`src/inc/lab_defines.svh`:
```
`ifndef LAB_DEFINES_SVH
`define LAB_DEFINES_SVH
// Prescaler width covers the slowest auto-baud tick (osc / 512)
`define LAB_PRE_W        9
// Base clock shifts: osc/4, osc/16, osc/64
`define LAB_BASE_SH_FAST 4'h2
`define LAB_BASE_SH_MID  4'h4
`define LAB_BASE_SH_SLOW 4'h6
// Auto-baud clock is one eighth of the base clock
`define LAB_ABD_EXTRA_SH 4'h3
// Rising edges counted after the first one; the last is the fifth overall
`define LAB_ABD_LAST_RISE 3'h3
`define LAB_ABD_START_CNT 16'h0001
`define LAB_DIV_RST      16'h0000
// Frame lengths in bits, start and stop included
`define LAB_NORM_BITS    4'ha
`define LAB_BRK_BITS     4'he
`define LAB_RX_STOP_IDX  4'h9
`define LAB_BRK_FRAME    14'h2000
`define LAB_TXQ_DEPTH    16
`define LAB_DATA_W       8
`endif

```
`src/inc/lab_pkg.sv`:
```
package lab_pkg;
  typedef enum logic [1:0] {AB_OFF, AB_START, AB_FIRST, AB_RUN} lab_ab_e;
  typedef enum logic {RX_IDLE, RX_BITS} lab_rx_e;
  typedef enum logic {TX_IDLE, TX_SEND} lab_tx_e;

  typedef struct packed {
    logic [8:0]  pre;
    logic        rx_s1;
    logic        rx_s2;
    logic        rx_d;
    logic        abd_en;
    logic        abd_ovf;
    logic        wk_en;
    logic        send_break_request;
    logic        brk_pend;
    logic        rx_flag;
    logic        framing_error_flag;
    logic [7:0]  rx_data;
    logic        rx_idle;
    logic [15:0] div;
    lab_ab_e     ab;
    logic [2:0]  rises;
    lab_rx_e     rx;
    logic [15:0] rx_tmr;
    logic [3:0]  rx_bit;
    logic [7:0]  rx_sh;
    lab_tx_e     tx;
    logic [15:0] tx_tmr;
    logic [3:0]  tx_n;
    logic [13:0] tx_sh;
    logic        tx_brk;
    logic        tx_line;
  } lab_state_s;
endpackage : lab_pkg

```
`src/inc/lab_stream_if.sv`:
```
interface lab_stream_if #(parameter int W = 9);
  logic         push_valid;
  logic         push_ready;
  logic [W-1:0] push_data;
  logic         pop_valid;
  logic         pop_ready;
  logic [W-1:0] pop_data;
  modport store (input push_valid, push_data, pop_ready,
                 output push_ready, pop_valid, pop_data);
  modport user  (output push_valid, push_data, pop_ready,
                 input push_ready, pop_valid, pop_data);
endinterface : lab_stream_if

```
`src/verilog/lab_top.sv`:
```
`include "lab_defines.svh"
// What this block does
// - Setting auto-baud enable starts calibration; receiver held idle throughout
// - Measure a 55h sync, counting from the first rise after start
// - Divider pair counts up on the auto-baud clock until measurement ends
// - Fifth rise: keep count, clear auto-baud enable, set receive flag
// - Both divider bytes form one 16-bit counter at base clock / 8
// - Auto-baud clock is osc/32, osc/128 or osc/512 by the two selects
// - Counter starts at one; software subtracts one afterwards
// - On overflow set flag, keep counting, finish at the fifth rise
// - Overflow clear is refused while auto-baud enable is still set
// - With wake and auto-baud both set, measure the byte after break
// - While wake enable is set normal reception is off and receiver idles
// - Falling receive line is the wake event and sets the receive flag
// - Rising edge ending the break clears wake enable automatically
// - Nonzero character: low time to first rise is the wake event
// - Break frame is start bit, twelve zero bits, then stop bit
// - Data write with send-break and transmit enable starts a break
// - Clear send-break after break stop bit, then send queued byte
module lab_top
  import lab_pkg::*;
#(
  parameter int TXQ_DEPTH = `LAB_TXQ_DEPTH
) (
  // Clock and reset
  input  wire logic        sys_clk_in,
  input  wire logic        reset_n_in,
  // Serial pins
  input  wire logic        rx_line_in,
  output wire logic        tx_line_out,
  // Control bit strobes
  input  wire logic        autobaud_enable_set_in,
  input  wire logic        autobaud_enable_clr_in,
  input  wire logic        autobaud_overflow_clr_in,
  input  wire logic        wake_on_break_enable_set_in,
  input  wire logic        wake_on_break_enable_clr_in,
  input  wire logic        send_break_request_set_in,
  // Configuration levels
  input  wire logic        transmit_enable_in,
  input  wire logic        divider_16bit_select_in,
  input  wire logic        high_speed_select_in,
  // Divider write
  input  wire logic        divider_write_in,
  input  wire logic [15:0] divider_wdata_in,
  // Transmit data
  input  wire logic        transmit_data_write_in,
  input  wire logic [7:0]  transmit_data_in,
  output wire logic        transmit_ready_out,
  // Receive data
  input  wire logic        receive_data_read_in,
  output wire logic [7:0]  receive_data_out,
  // Status
  output wire logic        autobaud_enable_out,
  output wire logic        autobaud_overflow_flag_out,
  output wire logic        wake_on_break_enable_out,
  output wire logic        send_break_request_out,
  output wire logic        receive_flag_out,
  output wire logic        framing_error_flag_out,
  output wire logic        receiver_idle_status_out,
  output wire logic [15:0] divider_out
);

  lab_state_s s_ff;
  lab_state_s nxt_s;
  logic       brk_mark;

  lab_stream_if #(.W(`LAB_DATA_W + 1)) txq_if ();

  lab_txq #(
    .W (`LAB_DATA_W + 1),
    .D (TXQ_DEPTH)
  ) u_txq (
    .sys_clk_in (sys_clk_in),
    .reset_n_in (reset_n_in),
    .q          (txq_if.store)
  );

  function automatic logic lab_pre_tick(input logic [8:0] pre,
                                        input logic b16,
                                        input logic hs,
                                        input logic ab);
    logic [3:0] sh;
    logic [8:0] mask;
    sh = (b16 & hs) ? `LAB_BASE_SH_FAST :
         (b16 | hs) ? `LAB_BASE_SH_MID : `LAB_BASE_SH_SLOW;
    if (ab) begin
      sh = sh + `LAB_ABD_EXTRA_SH;
    end
    mask = 9'((10'h001 << sh) - 10'h001);
    return (pre & mask) == mask;
  endfunction : lab_pre_tick

  // Bit time in base ticks minus one; 8-bit mode ignores the high byte
  function automatic logic [15:0] lab_bit_len(input logic [15:0] div,
                                              input logic b16);
    return b16 ? div : {8'h00, div[7:0]};
  endfunction : lab_bit_len

  // break marking
  // Only the first write after send-break is armed becomes the break; a
  // following write (the sync byte) is queued as ordinary data.
  assign brk_mark = s_ff.send_break_request & transmit_enable_in & ~s_ff.brk_pend;
  assign txq_if.push_valid = transmit_data_write_in;
  assign txq_if.push_data  = {brk_mark, transmit_data_in};
  assign txq_if.pop_ready  = (s_ff.tx == TX_IDLE) & transmit_enable_in;

  always_comb begin
    logic        fall;
    logic        rise;
    logic        base_tk;
    logic        abd_tk;
    logic        hold;
    logic        carry;
    logic [15:0] blen;
    fall    = 1'b0;
    rise    = 1'b0;
    base_tk = 1'b0;
    abd_tk  = 1'b0;
    hold    = 1'b0;
    carry   = 1'b0;
    blen    = '0;
    nxt_s   = s_ff;

    nxt_s.pre   = s_ff.pre + 9'h001;
    nxt_s.rx_s1 = rx_line_in;
    nxt_s.rx_s2 = s_ff.rx_s1;
    nxt_s.rx_d  = s_ff.rx_s2;
    fall    = s_ff.rx_d & ~s_ff.rx_s2;
    rise    = ~s_ff.rx_d & s_ff.rx_s2;
    base_tk = lab_pre_tick(s_ff.pre, divider_16bit_select_in,
                           high_speed_select_in, 1'b0);
    abd_tk  = lab_pre_tick(s_ff.pre, divider_16bit_select_in,
                           high_speed_select_in, 1'b1);
    blen    = lab_bit_len(s_ff.div, divider_16bit_select_in);

    // Software clears come first so that hardware sets below win
    if (autobaud_enable_clr_in) begin
      nxt_s.abd_en = 1'b0;
    end
    if (autobaud_enable_set_in) begin
      nxt_s.abd_en = 1'b1;
    end
    if (autobaud_overflow_clr_in && !s_ff.abd_en) begin
      nxt_s.abd_ovf = 1'b0;
    end
    if (wake_on_break_enable_clr_in) begin
      nxt_s.wk_en = 1'b0;
    end
    if (wake_on_break_enable_set_in) begin
      nxt_s.wk_en = 1'b1;
    end
    if (receive_data_read_in) begin
      nxt_s.rx_flag = 1'b0;
    end
    // A measurement in progress owns the divider
    if (divider_write_in && !s_ff.abd_en) begin
      nxt_s.div = divider_wdata_in;
    end

    if (s_ff.wk_en) begin
      if (fall) begin
        nxt_s.rx_flag = 1'b1;
      end
      if (rise) begin
        nxt_s.wk_en = 1'b0;
      end
    end

    if (!s_ff.abd_en) begin
      nxt_s.ab = AB_OFF;
    end else begin
      unique case (s_ff.ab)
        AB_OFF: begin
          if (!s_ff.wk_en) begin
            nxt_s.ab = AB_START;
          end
        end
        AB_START: begin
          if (fall) begin
            nxt_s.ab = AB_FIRST;
          end
        end
        AB_FIRST: begin
          if (rise) begin
            nxt_s.div   = `LAB_ABD_START_CNT;
            nxt_s.rises = '0;
            nxt_s.ab    = AB_RUN;
          end
        end
        AB_RUN: begin
          if (abd_tk) begin
            {carry, nxt_s.div} = 17'(s_ff.div) + 17'h00001;
            if (carry) begin
              nxt_s.abd_ovf = 1'b1;
            end
          end
          if (rise) begin
            if (s_ff.rises == `LAB_ABD_LAST_RISE) begin
              nxt_s.abd_en  = 1'b0;
              nxt_s.rx_flag = 1'b1;
              nxt_s.ab      = AB_OFF;
            end else begin
              nxt_s.rises = s_ff.rises + 3'h1;
            end
          end
        end
      endcase
    end

    hold = s_ff.abd_en | s_ff.wk_en;
    if (hold) begin
      nxt_s.rx = RX_IDLE;
    end else begin
      unique case (s_ff.rx)
        RX_IDLE: begin
          if (fall) begin
            nxt_s.rx     = RX_BITS;
            nxt_s.rx_tmr = blen >> 1;
            nxt_s.rx_bit = '0;
          end
        end
        RX_BITS: begin
          if (base_tk) begin
            if (s_ff.rx_tmr == '0) begin
              nxt_s.rx_tmr = blen;
              nxt_s.rx_bit = s_ff.rx_bit + 4'h1;
              if (s_ff.rx_bit == 4'h0 && s_ff.rx_s2) begin
                // Glitch, not a start bit
                nxt_s.rx = RX_IDLE;
              end else if (s_ff.rx_bit == `LAB_RX_STOP_IDX) begin
                // break shows as zero data with framing error
                nxt_s.rx_data = s_ff.rx_sh;
                nxt_s.framing_error_flag    = ~s_ff.rx_s2;
                nxt_s.rx_flag = 1'b1;
                nxt_s.rx      = RX_IDLE;
              end else if (s_ff.rx_bit != 4'h0) begin
                nxt_s.rx_sh = {s_ff.rx_s2, s_ff.rx_sh[7:1]};
              end
            end else begin
              nxt_s.rx_tmr = s_ff.rx_tmr - 16'h0001;
            end
          end
        end
      endcase
    end
    nxt_s.rx_idle = (nxt_s.rx == RX_IDLE);

    unique case (s_ff.tx)
      TX_IDLE: begin
        nxt_s.tx_line = 1'b1;
        if (txq_if.pop_valid && txq_if.pop_ready) begin
          nxt_s.tx_brk = txq_if.pop_data[`LAB_DATA_W];
          if (txq_if.pop_data[`LAB_DATA_W]) begin
            nxt_s.tx_sh = `LAB_BRK_FRAME;
            nxt_s.tx_n  = `LAB_BRK_BITS;
          end else begin
            nxt_s.tx_sh = {5'h1f, txq_if.pop_data[7:0], 1'b0};
            nxt_s.tx_n  = `LAB_NORM_BITS;
          end
          nxt_s.tx_tmr  = blen;
          nxt_s.tx_line = 1'b0;
          nxt_s.tx      = TX_SEND;
        end
      end
      TX_SEND: begin
        if (base_tk) begin
          if (s_ff.tx_tmr == '0) begin
            nxt_s.tx_tmr = blen;
            nxt_s.tx_sh  = {1'b1, s_ff.tx_sh[13:1]};
            nxt_s.tx_n   = s_ff.tx_n - 4'h1;
            if (s_ff.tx_n == 4'h1) begin
              nxt_s.tx      = TX_IDLE;
              nxt_s.tx_line = 1'b1;
              if (s_ff.tx_brk) begin
                nxt_s.send_break_request    = 1'b0;
                nxt_s.brk_pend = 1'b0;
              end
            end else begin
              nxt_s.tx_line = s_ff.tx_sh[1];
            end
          end else begin
            nxt_s.tx_tmr = s_ff.tx_tmr - 16'h0001;
          end
        end
      end
    endcase

    if (brk_mark && transmit_data_write_in && txq_if.push_ready) begin
      nxt_s.brk_pend = 1'b1;
    end
    if (send_break_request_set_in) begin
      nxt_s.send_break_request = 1'b1;
    end
  end

  // Line synchronisers reset high so reset release is not seen as a fall
  always_ff @(posedge sys_clk_in or negedge reset_n_in) begin
    if (!reset_n_in) begin
      s_ff         <= '0;
      s_ff.rx_s1   <= 1'b1;
      s_ff.rx_s2   <= 1'b1;
      s_ff.rx_d    <= 1'b1;
      s_ff.rx_idle <= 1'b1;
      s_ff.tx_line <= 1'b1;
      s_ff.div     <= `LAB_DIV_RST;
      s_ff.ab      <= AB_OFF;
      s_ff.rx      <= RX_IDLE;
      s_ff.tx      <= TX_IDLE;
    end else begin
      s_ff <= nxt_s;
    end
  end

  assign tx_line_out                = s_ff.tx_line;
  assign transmit_ready_out         = txq_if.push_ready;
  assign receive_data_out           = s_ff.rx_data;
  assign autobaud_enable_out        = s_ff.abd_en;
  assign autobaud_overflow_flag_out = s_ff.abd_ovf;
  assign wake_on_break_enable_out   = s_ff.wk_en;
  assign send_break_request_out     = s_ff.send_break_request;
  assign receive_flag_out           = s_ff.rx_flag;
  assign framing_error_flag_out     = s_ff.framing_error_flag;
  assign receiver_idle_status_out   = s_ff.rx_idle;
  assign divider_out                = s_ff.div;
endmodule : lab_top

```
`src/verilog/lab_txq.sv`:
```
module lab_txq #(
  parameter int W = 9,
  parameter int D = 16
) (
  // Clock and reset
  input wire logic    sys_clk_in,
  input wire logic    reset_n_in,
  // Queue ports
  lab_stream_if.store q
);
  localparam int AW = $clog2(D);

  typedef struct packed {
    logic [D-1:0][W-1:0] mem;
    logic [AW-1:0]       wr;
    logic [AW-1:0]       rd;
    logic [AW:0]         mcnt;
    logic                ov;
    logic [W-1:0]        od;
    logic                rdy;
  } lab_txq_s;

  lab_txq_s s_ff;
  lab_txq_s nxt_s;

  function automatic logic [AW-1:0] lab_ptr_inc(input logic [AW-1:0] p);
    return (p == AW'(D - 1)) ? '0 : p + AW'(1);
  endfunction : lab_ptr_inc

  // Head word sits in a register so the reader never sees the array directly
  always_comb begin
    logic        pop;
    logic        push;
    logic [AW:0] mc;
    pop   = 1'b0;
    push  = 1'b0;
    mc    = '0;
    nxt_s = s_ff;
    pop   = s_ff.ov & q.pop_ready;
    push  = q.push_valid & s_ff.rdy;
    mc    = s_ff.mcnt;
    if (push) begin
      nxt_s.mem[s_ff.wr] = q.push_data;
      nxt_s.wr           = lab_ptr_inc(s_ff.wr);
      mc                 = mc + (AW+1)'(1);
    end
    if ((!s_ff.ov || pop) && s_ff.mcnt != '0) begin
      nxt_s.od = s_ff.mem[s_ff.rd];
      nxt_s.rd = lab_ptr_inc(s_ff.rd);
      nxt_s.ov = 1'b1;
      mc       = mc - (AW+1)'(1);
    end else if (pop) begin
      nxt_s.ov = 1'b0;
    end
    nxt_s.mcnt = mc;
    // Ready registered so the full flag is a clean flop
    nxt_s.rdy  = (mc + (AW+1)'(nxt_s.ov)) < (AW+1)'(D);
  end

  always_ff @(posedge sys_clk_in or negedge reset_n_in) begin
    if (!reset_n_in) begin
      s_ff     <= '0;
      s_ff.rdy <= 1'b1;
    end else begin
      s_ff <= nxt_s;
    end
  end

  assign q.push_ready = s_ff.rdy;
  assign q.pop_valid  = s_ff.ov;
  assign q.pop_data   = s_ff.od;
endmodule : lab_txq

```
`config.mk`:
```
export PLATFORM = sky130hd
export DESIGN_NAME = lab_top
export DESIGN_NICKNAME = d
export VERILOG_FILES = /design/src/inc/lab_pkg.sv /design/src/inc/lab_stream_if.sv /design/src/verilog/lab_top.sv /design/src/verilog/lab_txq.sv
export VERILOG_INCLUDE_DIRS = /design/src /design/src/inc
export SDC_FILE = /design/constraint.sdc
export NUM_CORES = 1
export LEC_CHECK = 0
export ABC_AREA = 1
export ABC_CLOCK_PERIOD_IN_PS = 2100
export BUFFER_PORTS_ARGS = -buffer_cell sky130_fd_sc_hd__buf_4
export CAP_MARGIN = 20
export CORE_MARGIN = 4
export CORE_UTILIZATION = 50
export CTS_CLUSTER_SIZE = 24
export DETAILED_ROUTE_END_ITERATION = 8
export PLACE_DENSITY_LB_ADDON = 0.08
export SLEW_MARGIN = 20
export SYNTH_ARGS = -nofsm -noshare
export SYNTH_HDL_FRONTEND = slang
export SYNTH_SLANG_ARGS = --single-unit
```
`constraint.sdc`:
```
create_clock -name sys_clk_in -period 2.1 [get_ports sys_clk_in]
set_clock_uncertainty 0.2 [all_clocks]
set_input_delay 0.42 -clock sys_clk_in [delete_from_list [all_inputs] [get_ports sys_clk_in]]
set_output_delay 0.42 -clock sys_clk_in [all_outputs]
set_load 0.01 [all_outputs]
```
Word level (Yosys, flattened, before mapping):

Cells that the tools add are included.

* register bits after elaboration: 283
* bits of input ports: 39
* output and inout port bits: 33
* logic and storage cells: 238

* $add $sub $neg: 15
* order comparisons: 4
* equal/unequal tests: 24
* shift-type cells: 2
* multiplexer cells: 84
* bitwise gates (word level): 21
* reduce and logical (&&, ||, !) cells: 40

Operator list (count)
* 144-bit bitwise mux: 1
* 16-bit two-way mux: 6
* 35-bit one-hot mux with 2 select lines: 1
* 10-bit two-way mux: 6
* 21-bit two-way mux: 2
* 21-bit one-hot mux with 2 select lines: 1
* 37-bit two-way mux: 1
* 9-bit binary-select mux with 4-bit select: 1
* 9-bit demux with 4-bit select: 1
* 35-bit two-way mux: 1
* 16-bit logical NOT: 2
* 16-bit one-hot mux with 2 select lines: 1
* 16-bit by 1-bit subtractor with 16-bit output (second input constant): 2
* 1-bit two-way mux: 31
* 29-bit two-way mux: 1
* 2-bit two-way mux: 12
* 8-bit two-way mux: 3
* 2-bit nonzero test: 11
* 5-bit AND reduction: 4
* 9-bit bitwise AND: 2
* 9-bit == test: 2
* 18-bit two-way mux: 1
* 9-bit two-way mux: 2
* 9-bit by 1-bit subtractor with 9-bit output (second input constant): 2
* other kinds (45): 93

Logic depth before layout (Yosys ltp):

Gate-level depths: netlist of the first run.

* depth after elaboration: 14
* mapped depth: 15
* depth with buffers taken out: 14

By module:

From an unflattened synthesis of the first run, not the netlist that was laid out.

* cells, all modules: 2009
* area, all modules: 15312.2 µm²

By module, submodules not included
* lab_txq: times used 1, cells each 971, area each 8011.4 µm², seq. area each 4205.3 µm²
* lab_top: times used 1, cells each 1038, area each 7300.8 µm², seq. area each 2859.0 µm²

Least setup slack after synthesis of the first run:

No wires, ideal clock.

* path type: input-to-reg
* from: input port divider_16bit_select_in
* to: register s_ff (netlist bit receive_data_out[0])
* setup time: 116 ps
* data arrival time: 2016 ps
* required time: 1784 ps
* path slack: -232 ps
* cell stages on the path: 14
* path buffers: 2
* path through: clkbuf_1 inv_1 ha_1 inv_1 nand2_1 nand3b_1 nand2_4 nor2_8 nand2_4 nor2_8 nand2_4 buf_6 nand2_1 nand2_1

* cells in the longest elaborated chain, start to end: 8
* elaborated cells on any way between the ends: 9
* classes of those cells: add/sub: 1; eq/ne: 1; shift: 1; mux: 2; bitwise: 3; reduce/logical: 1

Ends and longest elaborated chain
* from (decl): RTL line lab_top.sv:40 `input wire logic divider_16bit_select_in,`
* 1-bit OR: RTL line lab_top.sv:85 `` (b16 | hs) ? `LAB_BASE_SH_MID : `LAB_BASE_SH_SLOW; ``
* 2-bit two-way mux (no line)
* 3-bit two-way mux (no line) *
* 1-bit by 3-bit << shifter with 9-bit output *: RTL line lab_top.sv:89 `mask = 9'((10'h001 << sh) - 10'h001);`
* 9-bit by 1-bit subtractor with 9-bit output *: RTL line lab_top.sv:89
* 9-bit bitwise AND: RTL line lab_top.sv:90 `return (pre & mask) == mask;`
* 9-bit == test *: RTL line lab_top.sv:90
* 6-bit AND reduction (no line) *
* to (signal assigned): RTL line lab_top.sv:310 `s_ff <= nxt_s;`
* to (decl): RTL line lab_top.sv:63 `lab_state_s s_ff;`

Mark *: on every way between the ends. The rest lies on a longest branch, timed or not.
A chain may end at the register's enable or synchronous reset.

==> qor.yml, run 1 <==
p_leak_nw: 8.62
fp.dieH_um: 181
drt-total-wl_um: 40500
vias: 12978
synth_edf_count: 0
n_antenna_cell: 0
hold_class: "input pin to flop"
numCtsBuffers: 30
dp_hpwl_um: 28300
crit_path_start_kind: "flop"
crit_buf_inv: 2
syn_to_final_growth_pct: 20.7
dr.pass1.iters: 7
dpl-instance-area_sq_um: 16500
r2r_slack_ns: 0.05
avgSynthCellArea_sq_um: 7.75
cp_common_cell: "nand2_1"
fin_cells: 2475
cts_sinks: 282
synth_most_common_cell: "nand2_1"
grt_pass1_vias: 12854
period_needed_ns: 2.05
p_total_mw: 20.7
ys_seq_elements: 282
fmax_mhz: 489
reg2reg_to: "u_txq.q.push_ready$_DFF_PN1_"
gr-total-overflow: 0
postLayoutCellArea_sq_um: 18000
ys.flop_type: "dfrtp_1"
syn_inst: 1924
worstPathArrival_ns: 2.36
cp_top_family: "simple AND/OR/NAND/NOR gates"
core-area_sq_um: 29100
regToRegStartpoint: "u_txq.q.push_ready$_DFF_PN1_"
power_density_nw_per_um2: 1150
htree_levels: 1
yosys_warnings: 0
comb_power_share: 0.290
startpoint: "u_txq.q.push_ready$_DFF_PN1_"
drt_iter0_markers: 1016
grtUsageTotal: 0.247
viasPerCell: 5.24
drc_errors: 0
synthTopCellsByArea: "dfrtp_1 (46%), nand2_1 (12%), o21ai_0 (7.5%)"
cp_slowest_stage_delay_ns: 0.56
async_flop_share: 1.00
peakVddDrop_mv: 0.742
critical_path_class: "flop to flop"
yosys.area.top_type: "dfrtp_1"
drv_slew: 0
worst_setup_path_end_kind: "flop"
crit_end: "u_txq.q.push_ready$_DFF_PN1_"
setup_viol: 0
io_pins: 72
cts_buffer_depth: 3
yosysTopAreaCellShare: 0.463
die_w_um: 181
critPathSlowestCell: "dfstp_2"
yosys.cell_types.count: 39
root_buffer: "clkbuf_16"
rr_worst_depth: 13
swShare: 0.346
dpl.cell_count: 2392
dp_slack_ns: -0.170
layout.nets: 2129
rows: 62
pwr-share-seq: 0.417
required_ns: 2.41
worst-path-stages: 13
drive_gt1_frac: 0.152
drtAntennaViolNets: 0
power_frac_clock: 0.293
path_cells: "nand2_4 -> inv_4 -> nand2_1 -> nand2_1 -> inv_1 -> ha_1 -> nand3b_1 -> nand2_1 -> nand3_2 -> nor2_2 -> nand2_1 -> nand2_1 -> nand2_1"
initial_utilization: 0.513
syn_nets: 1986
synth_area_sq_um: 14900
relSlewSlack: 0.716
power.switching_mw: 7.17
synth_commonest_cells: "nand2_1 (489), dfrtp_1 (276), o21ai_0 (223)"
tightest_slew_ns: 0.424
finalHoldViolCount: 0
wire_per_inst_um: 16.3
fin_ws_ns: 0.0546
rsz0062_at_grt: "true"
cp_max_fo: 6
ys_seq_area_frac: 0.474
port_buffers: 71
die-area_sq_um: 32700
gp_congestion: 0.924
cts_tree: "done"
p_int_mw: 13.5
clock_latency_ns: 0.58
grt_max_degree: 50
outcome: "completed"
path_clk_slew_ns: 0.07
maxCapViolations: 0
min_period_over_period: 0.974
grt_pass1_wl_um: 67100
grt_antenna_before_repair: 0
worst reg2reg max path: stages, from the launching register on:
cell and delay, ns:
dfstp_2 0.56, nand2_4 0.09, inv_4 0.08, nand2_1 0.05
nand2_1 0.07, inv_1 0.04, ha_1 0.28, nand3b_1 0.16
nand2_1 0.11, nand3_2 0.09, nor2_2 0.11, nand2_1 0.05
nand2_1 0.05, nand2_1 0.05
power by group through the flow:
stage                     sequential (mW)  combinational (mW)  clock [mW]
after floorplan                      8.32                4.29           0
after global placement               8.65                5.76           0
after detailed placement             8.69                5.91           0
after CTS                            8.62                6.01        6.19
after global routing                 8.86                6.95        6.43
final                                8.64                6.00        6.07
state kept, by name, summed over array words and instances (netlist names):
register,flops
autobaud_overflow_flag_out,1
u_txq.q.pop_data,9
autobaud_enable_out,1
receiver_idle_status_out,1
wake_on_break_enable_out,1
tx_line_out,1
receive_flag_out,1
s_ff,80
nxt_s,2
divider_out,16
u_txq.q.pop_valid,1
u_txq.s_ff,157
receive_data_out,8
u_txq.q.push_ready,1
send_break_request_out,1
framing_error_flag_out,1
cells in the final DEF (no fill, tap or decap), types with 17 or more instances in the layout:
cell type	synthesis	layout
nand2_1	489	489
dfrtp_1	276	275
o21ai_0	223	222
nor2_1	211	209
inv_1	166	164
buf_4	34	149
nand3_1	114	113
a21oi_1	113	113
xor2_1	33	33
clkbuf_16	0	31
o21ai_1	26	27
dlygate4sd3_1	0	25
buf_12	0	24
ha_1	23	19
o22ai_1	17	17
o211ai_1	17	17
metal layers:
layer | part of all wire | wire length (um) | global-route usage
met4 | 0.022 | 870 | 0.0581
met2 | 0.48 | 19200 | 0.411
met1 | 0.45 | 18100 | 0.346
met3 | 0.054 | 2200 | 0.0326
met5 | 0 | 0 | 0
logic make-up (layout without fill, tap and decap cells):
| group | Yosys count | in the layout | synth area share |
|---|---|---|---|
| DFF | 282 | 282 | 0.474 |
| xor gates and xnor gates | 44 | 44 | 0.0258 |
| adders and majority gates | 23 | 23 | 0.0193 |
| AOI/OAI and AO/OA | 409 | 409 | 0.145 |
| and+or+nand+nor | 886 | 886 | 0.255 |
| buffers and inverters | 280 | 447 | 0.0820 |
per-stage QoR:
step / setup TNS, ns / hold slack (ns) / utilization
after floorplan: -0.00431 / -0.0756 / -
after global placement: -4.68 / 0.143 / 0.568
after detailed placement: -6.18 / 0.144 / 0.568
after CTS: 0 / 0.00516 / 0.617
after global routing: -0.0781 / 0.0145 / 0.619
final: 0 / 0.0293 / 0.619
cell type report:
type	count	area (sq um)
Fill cell	2608	11100
Sequential cell	282	7070
Tap cell	384	480
Inverter	191	732
Clock buffer	34	806
Clock inverter	22	343
Timing Repair Buffer	200	1890
Multi-Input combinational cell	1362	6690
worst min-delay path by stage:
stage | to | cells after the start | slack (ns) | startpoint
final | divider_out[11]$_DFF_PN0_ | 3 | 0.03 | divider_wdata_in[11]
after CTS | divider_out[11]$_DFF_PN0_ | 3 | 0.005 | divider_wdata_in[11]
after floorplan | autobaud_enable_out$_DFF_PN0_ | 0 | -0.08 | reset_n_in
after global placement | s_ff[113]$_DFF_PN0_ | 1 | 0.14 | reset_n_in
after detailed placement | s_ff[109]$_DFF_PN0_ | 1 | 0.14 | reset_n_in
after global routing | divider_out[11]$_DFF_PN0_ | 3 | 0.01 | divider_wdata_in[11]
timing repair:
item | in CTS | in global routing
hold endpoints to repair | 338 | 0
resized for setup | 0 | 11
endpoints found under the setup margin | 1 | 29
gates cloned | 0 | 1
buffers inserted | 1 | 0
hold buffers | 25 | 0
pin swaps | 2 | 2
Power figures use the tool's default switching activity.
==> run 2, diff against run 1 <==
Settings changed: BUFFER_PORTS_ARGS -buffer_cell sky130_fd_sc_hd__buf_4 to -buffer_cell sky130_fd_sc_hd__buf_2, CTS_BUF_LIST set to sky130_fd_sc_hd__clkbuf_16.
==> run 2 against run 1 <==
Hold slack improved by 0.00094 ns. Clock power is 13% lower. Clock-buffer cell count is 1 higher. Critical path type unchanged.
==> qor.yml, run 2 (synthesis results as in run 1) <==
syn_to_final_growth_pct: 16.9
fin_cells: 2456  # -0.77%
finalHoldViolCount: 0  # unchanged
largest_reg_flops: 157  # unchanged
cts_sinks: 282  # unchanged
peakVddDrop_mv: 0.747  # +0.78%
min_period_over_period: 0.954  # -0.0198
initial_utilization: 0.513  # unchanged
numCtsBuffers: 34  # +13%
core-area_sq_um: 29100  # unchanged
die_w_um: 181  # unchanged
crit_path_start_kind: "flop"
grtUsageTotal: 0.247  # +0.000461
drtAntennaViolNets: 0  # unchanged
postLayoutCellArea_sq_um: 17400  # -3.1%
root_buffer: "clkbuf_16"
tightest_slew_ns: 0.444  # +0.0199 ns
io_pins: 72  # unchanged
met2_length_um: 19200  # -0.31%
gp_congestion: 0.892  # -3.5%
regMostFlops: "u_txq.s_ff"
drive_gt1_frac: 0.148  # -0.00391
cp_common_cell: "nor2_4"
outcome: "completed"
final_common_cell: "nand2_1"
cp_top_family: "simple AND/OR/NAND/NOR gates"
rows: 62  # unchanged
drt-total-wl_um: 40700  # +0.48%
grt_antenna_before_repair: 0  # unchanged
drt_iter0_markers: 1006  # -0.98%
maxCapViolations: 0  # unchanged
viasPerCell: 5.34  # +1.9%
port_buffers: 71  # unchanged
period_needed_ns: 2.00  # -0.0417 ns
setup_viol: 0  # unchanged
cp_max_fo: 6  # unchanged
htree_levels: 2  # +1
fin_ws_ns: 0.0963  # +0.0417 ns
layout.nets: 2110  # -0.89%
dpl.cell_count: 2380  # -0.50%
clock_latency_ns: 0.51  # -0.07 ns
cts_tree: "done"
relSlewSlack: 0.702  # -0.0134
p_leak_nw: 8.40  # -2.6%
gr-total-overflow: 0  # unchanged
path_clk_slew_ns: 0.06  # about the same
worstPathArrival_ns: 2.24  # -0.12 ns
dp_slack_ns: -0.215  # -0.0450 ns
dpl-instance-area_sq_um: 16200  # -1.9%
n_antenna_cell: 0  # unchanged
critPathSlowestCell: "dfrtp_1"
wire_per_inst_um: 16.6  # +1.3%
worst_setup_path_end_kind: "flop"
top_layer_used: "met4"
crit_buf_inv: 2  # unchanged
dr_wl_met3_um: 2290  # +4.1%
fmax_mhz: 499  # +2.1%
drv_slew: 0  # unchanged
critical_path_class: "flop to flop"
required_ns: 2.33  # -0.08 ns
dr.pass1.iters: 7  # unchanged
grt_pass1_vias: 12577  # -2.2%
fp.dieH_um: 181  # unchanged
drt-met1-wl_um: 18300  # +0.96%
cts_buffer_depth: 3  # unchanged
hold_class: "input pin to flop"
drc_errors: 0  # unchanged
cp_slowest_stage_delay_ns: 0.37  # -0.19 ns
path_cells: "ha_2 -> nand2_2 -> nor2_4 -> nand3_4 -> buf_4 -> nor2_4 -> clkbuf_4 -> nand3_1 -> a21oi_1"
grt_max_degree: 59  # +18%
dp_hpwl_um: 28200  # -0.32%
p_total_mw: 19.9  # -4.1%
die-area_sq_um: 32700  # unchanged
grt_pass1_wl_um: 66800  # -0.46%
final_cell_mix: "nand2_1 (485), dfrtp_1 (275), o21ai_0 (223), nor2_1 (208), inv_1 (168)"
num-fill-cells: 2679  # +2.7%
power_density_nw_per_um2: 1140  # -1.0%
vias: 13121  # +1.1%
run 2: changes by cell type in the layout (fill, tap and decap cells not counted), moves of 7 or more:
cell	delta
clkinv_1	+13
dlygate4sd3_1	-17
buf_4	-73
clkinv_2	-7
buf_2	+70
bufinv_16	-8
run 2: what timing repair did:
action,CTS,global route
endpoints found under the setup margin,1,42
pin swaps,0,12
gates cloned,0,1
resized for setup,0,23
hold buffers,8,0
endpoints found under the hold margin,63,0
setup buffers,1,6
run 2: stage by stage:
stage	utilization	TNS [ns]	hold WS [ns]
finish	0.600	0	0.0302
global route	0.600	-0.0585	0.0501
CTS	0.594	0	0.0204
detailed placement	0.558	-10.29	0.148
global placement	0.558	-5.27	0.146
floorplan	-	-0.00431	-0.0756
run 2: worst paths after layout:
check	startpoint	slack (ns)	to	cells past startpoint
setup reg to reg	s_ff[106]$_DFF_PN0_	0.1	s_ff[56]$_DFFE_PN0P_	9
hold reg to reg	nxt_s[104]$_DFF_PN1_	0.16	nxt_s[103]$_DFF_PN1_	0
max in group asynchronous	reset_n_in	0.80	u_txq.q.push_ready$_DFF_PN1_	3
hold / removal	divider_wdata_in[5]	0.03	divider_out[5]$_DFF_PN0_	3
min in group asynchronous	reset_n_in	0.21	s_ff[12]$_DFFE_PN0P_	2
setup / recovery	s_ff[106]$_DFF_PN0_	0.1	s_ff[56]$_DFFE_PN0P_	9
run 2: where the power goes:
| group | leakage [nW] | total (mW) | internal [mW] | switching [mW] |
|---|---|---|---|---|
| Sequential | 3.47 | 8.62 | 7.34 | 1.29 |
| Combinational | 4.42 | 5.96 | 2.34 | 3.62 |
| Clock | 0.505 | 5.28 | 3.01 | 2.27 |
| Total | 8.40 | 19.9 | 12.7 | 7.18 |
run 2: final cells by class:
| class | count | area (sq um) | area share |
|---|---|---|---|
| sequential | 282 | 7070 | 0.405 |
| multi-input combinational | 1362 | 6740 | 0.387 |
| timing repair buffer | 177 | 1440 | 0.0823 |
| clock buffer | 35 | 876 | 0.0502 |
| inverter | 191 | 729 | 0.0418 |
| tap | 384 | 480 | 0.0275 |
| clock inverter | 25 | 111 | 0.00638 |
run 2: worst min-delay path: stages:
cell	delay [ns]
buf_2	0.07
o21ai_0	0.07
o22ai_1	0.12
run 2: metal layers:
metal,track usage,up-vias
met5,0,-
met4,0.0644,0
met3,0.0330,60
met2,0.407,369
met1,0.348,6239
li1,-,6453
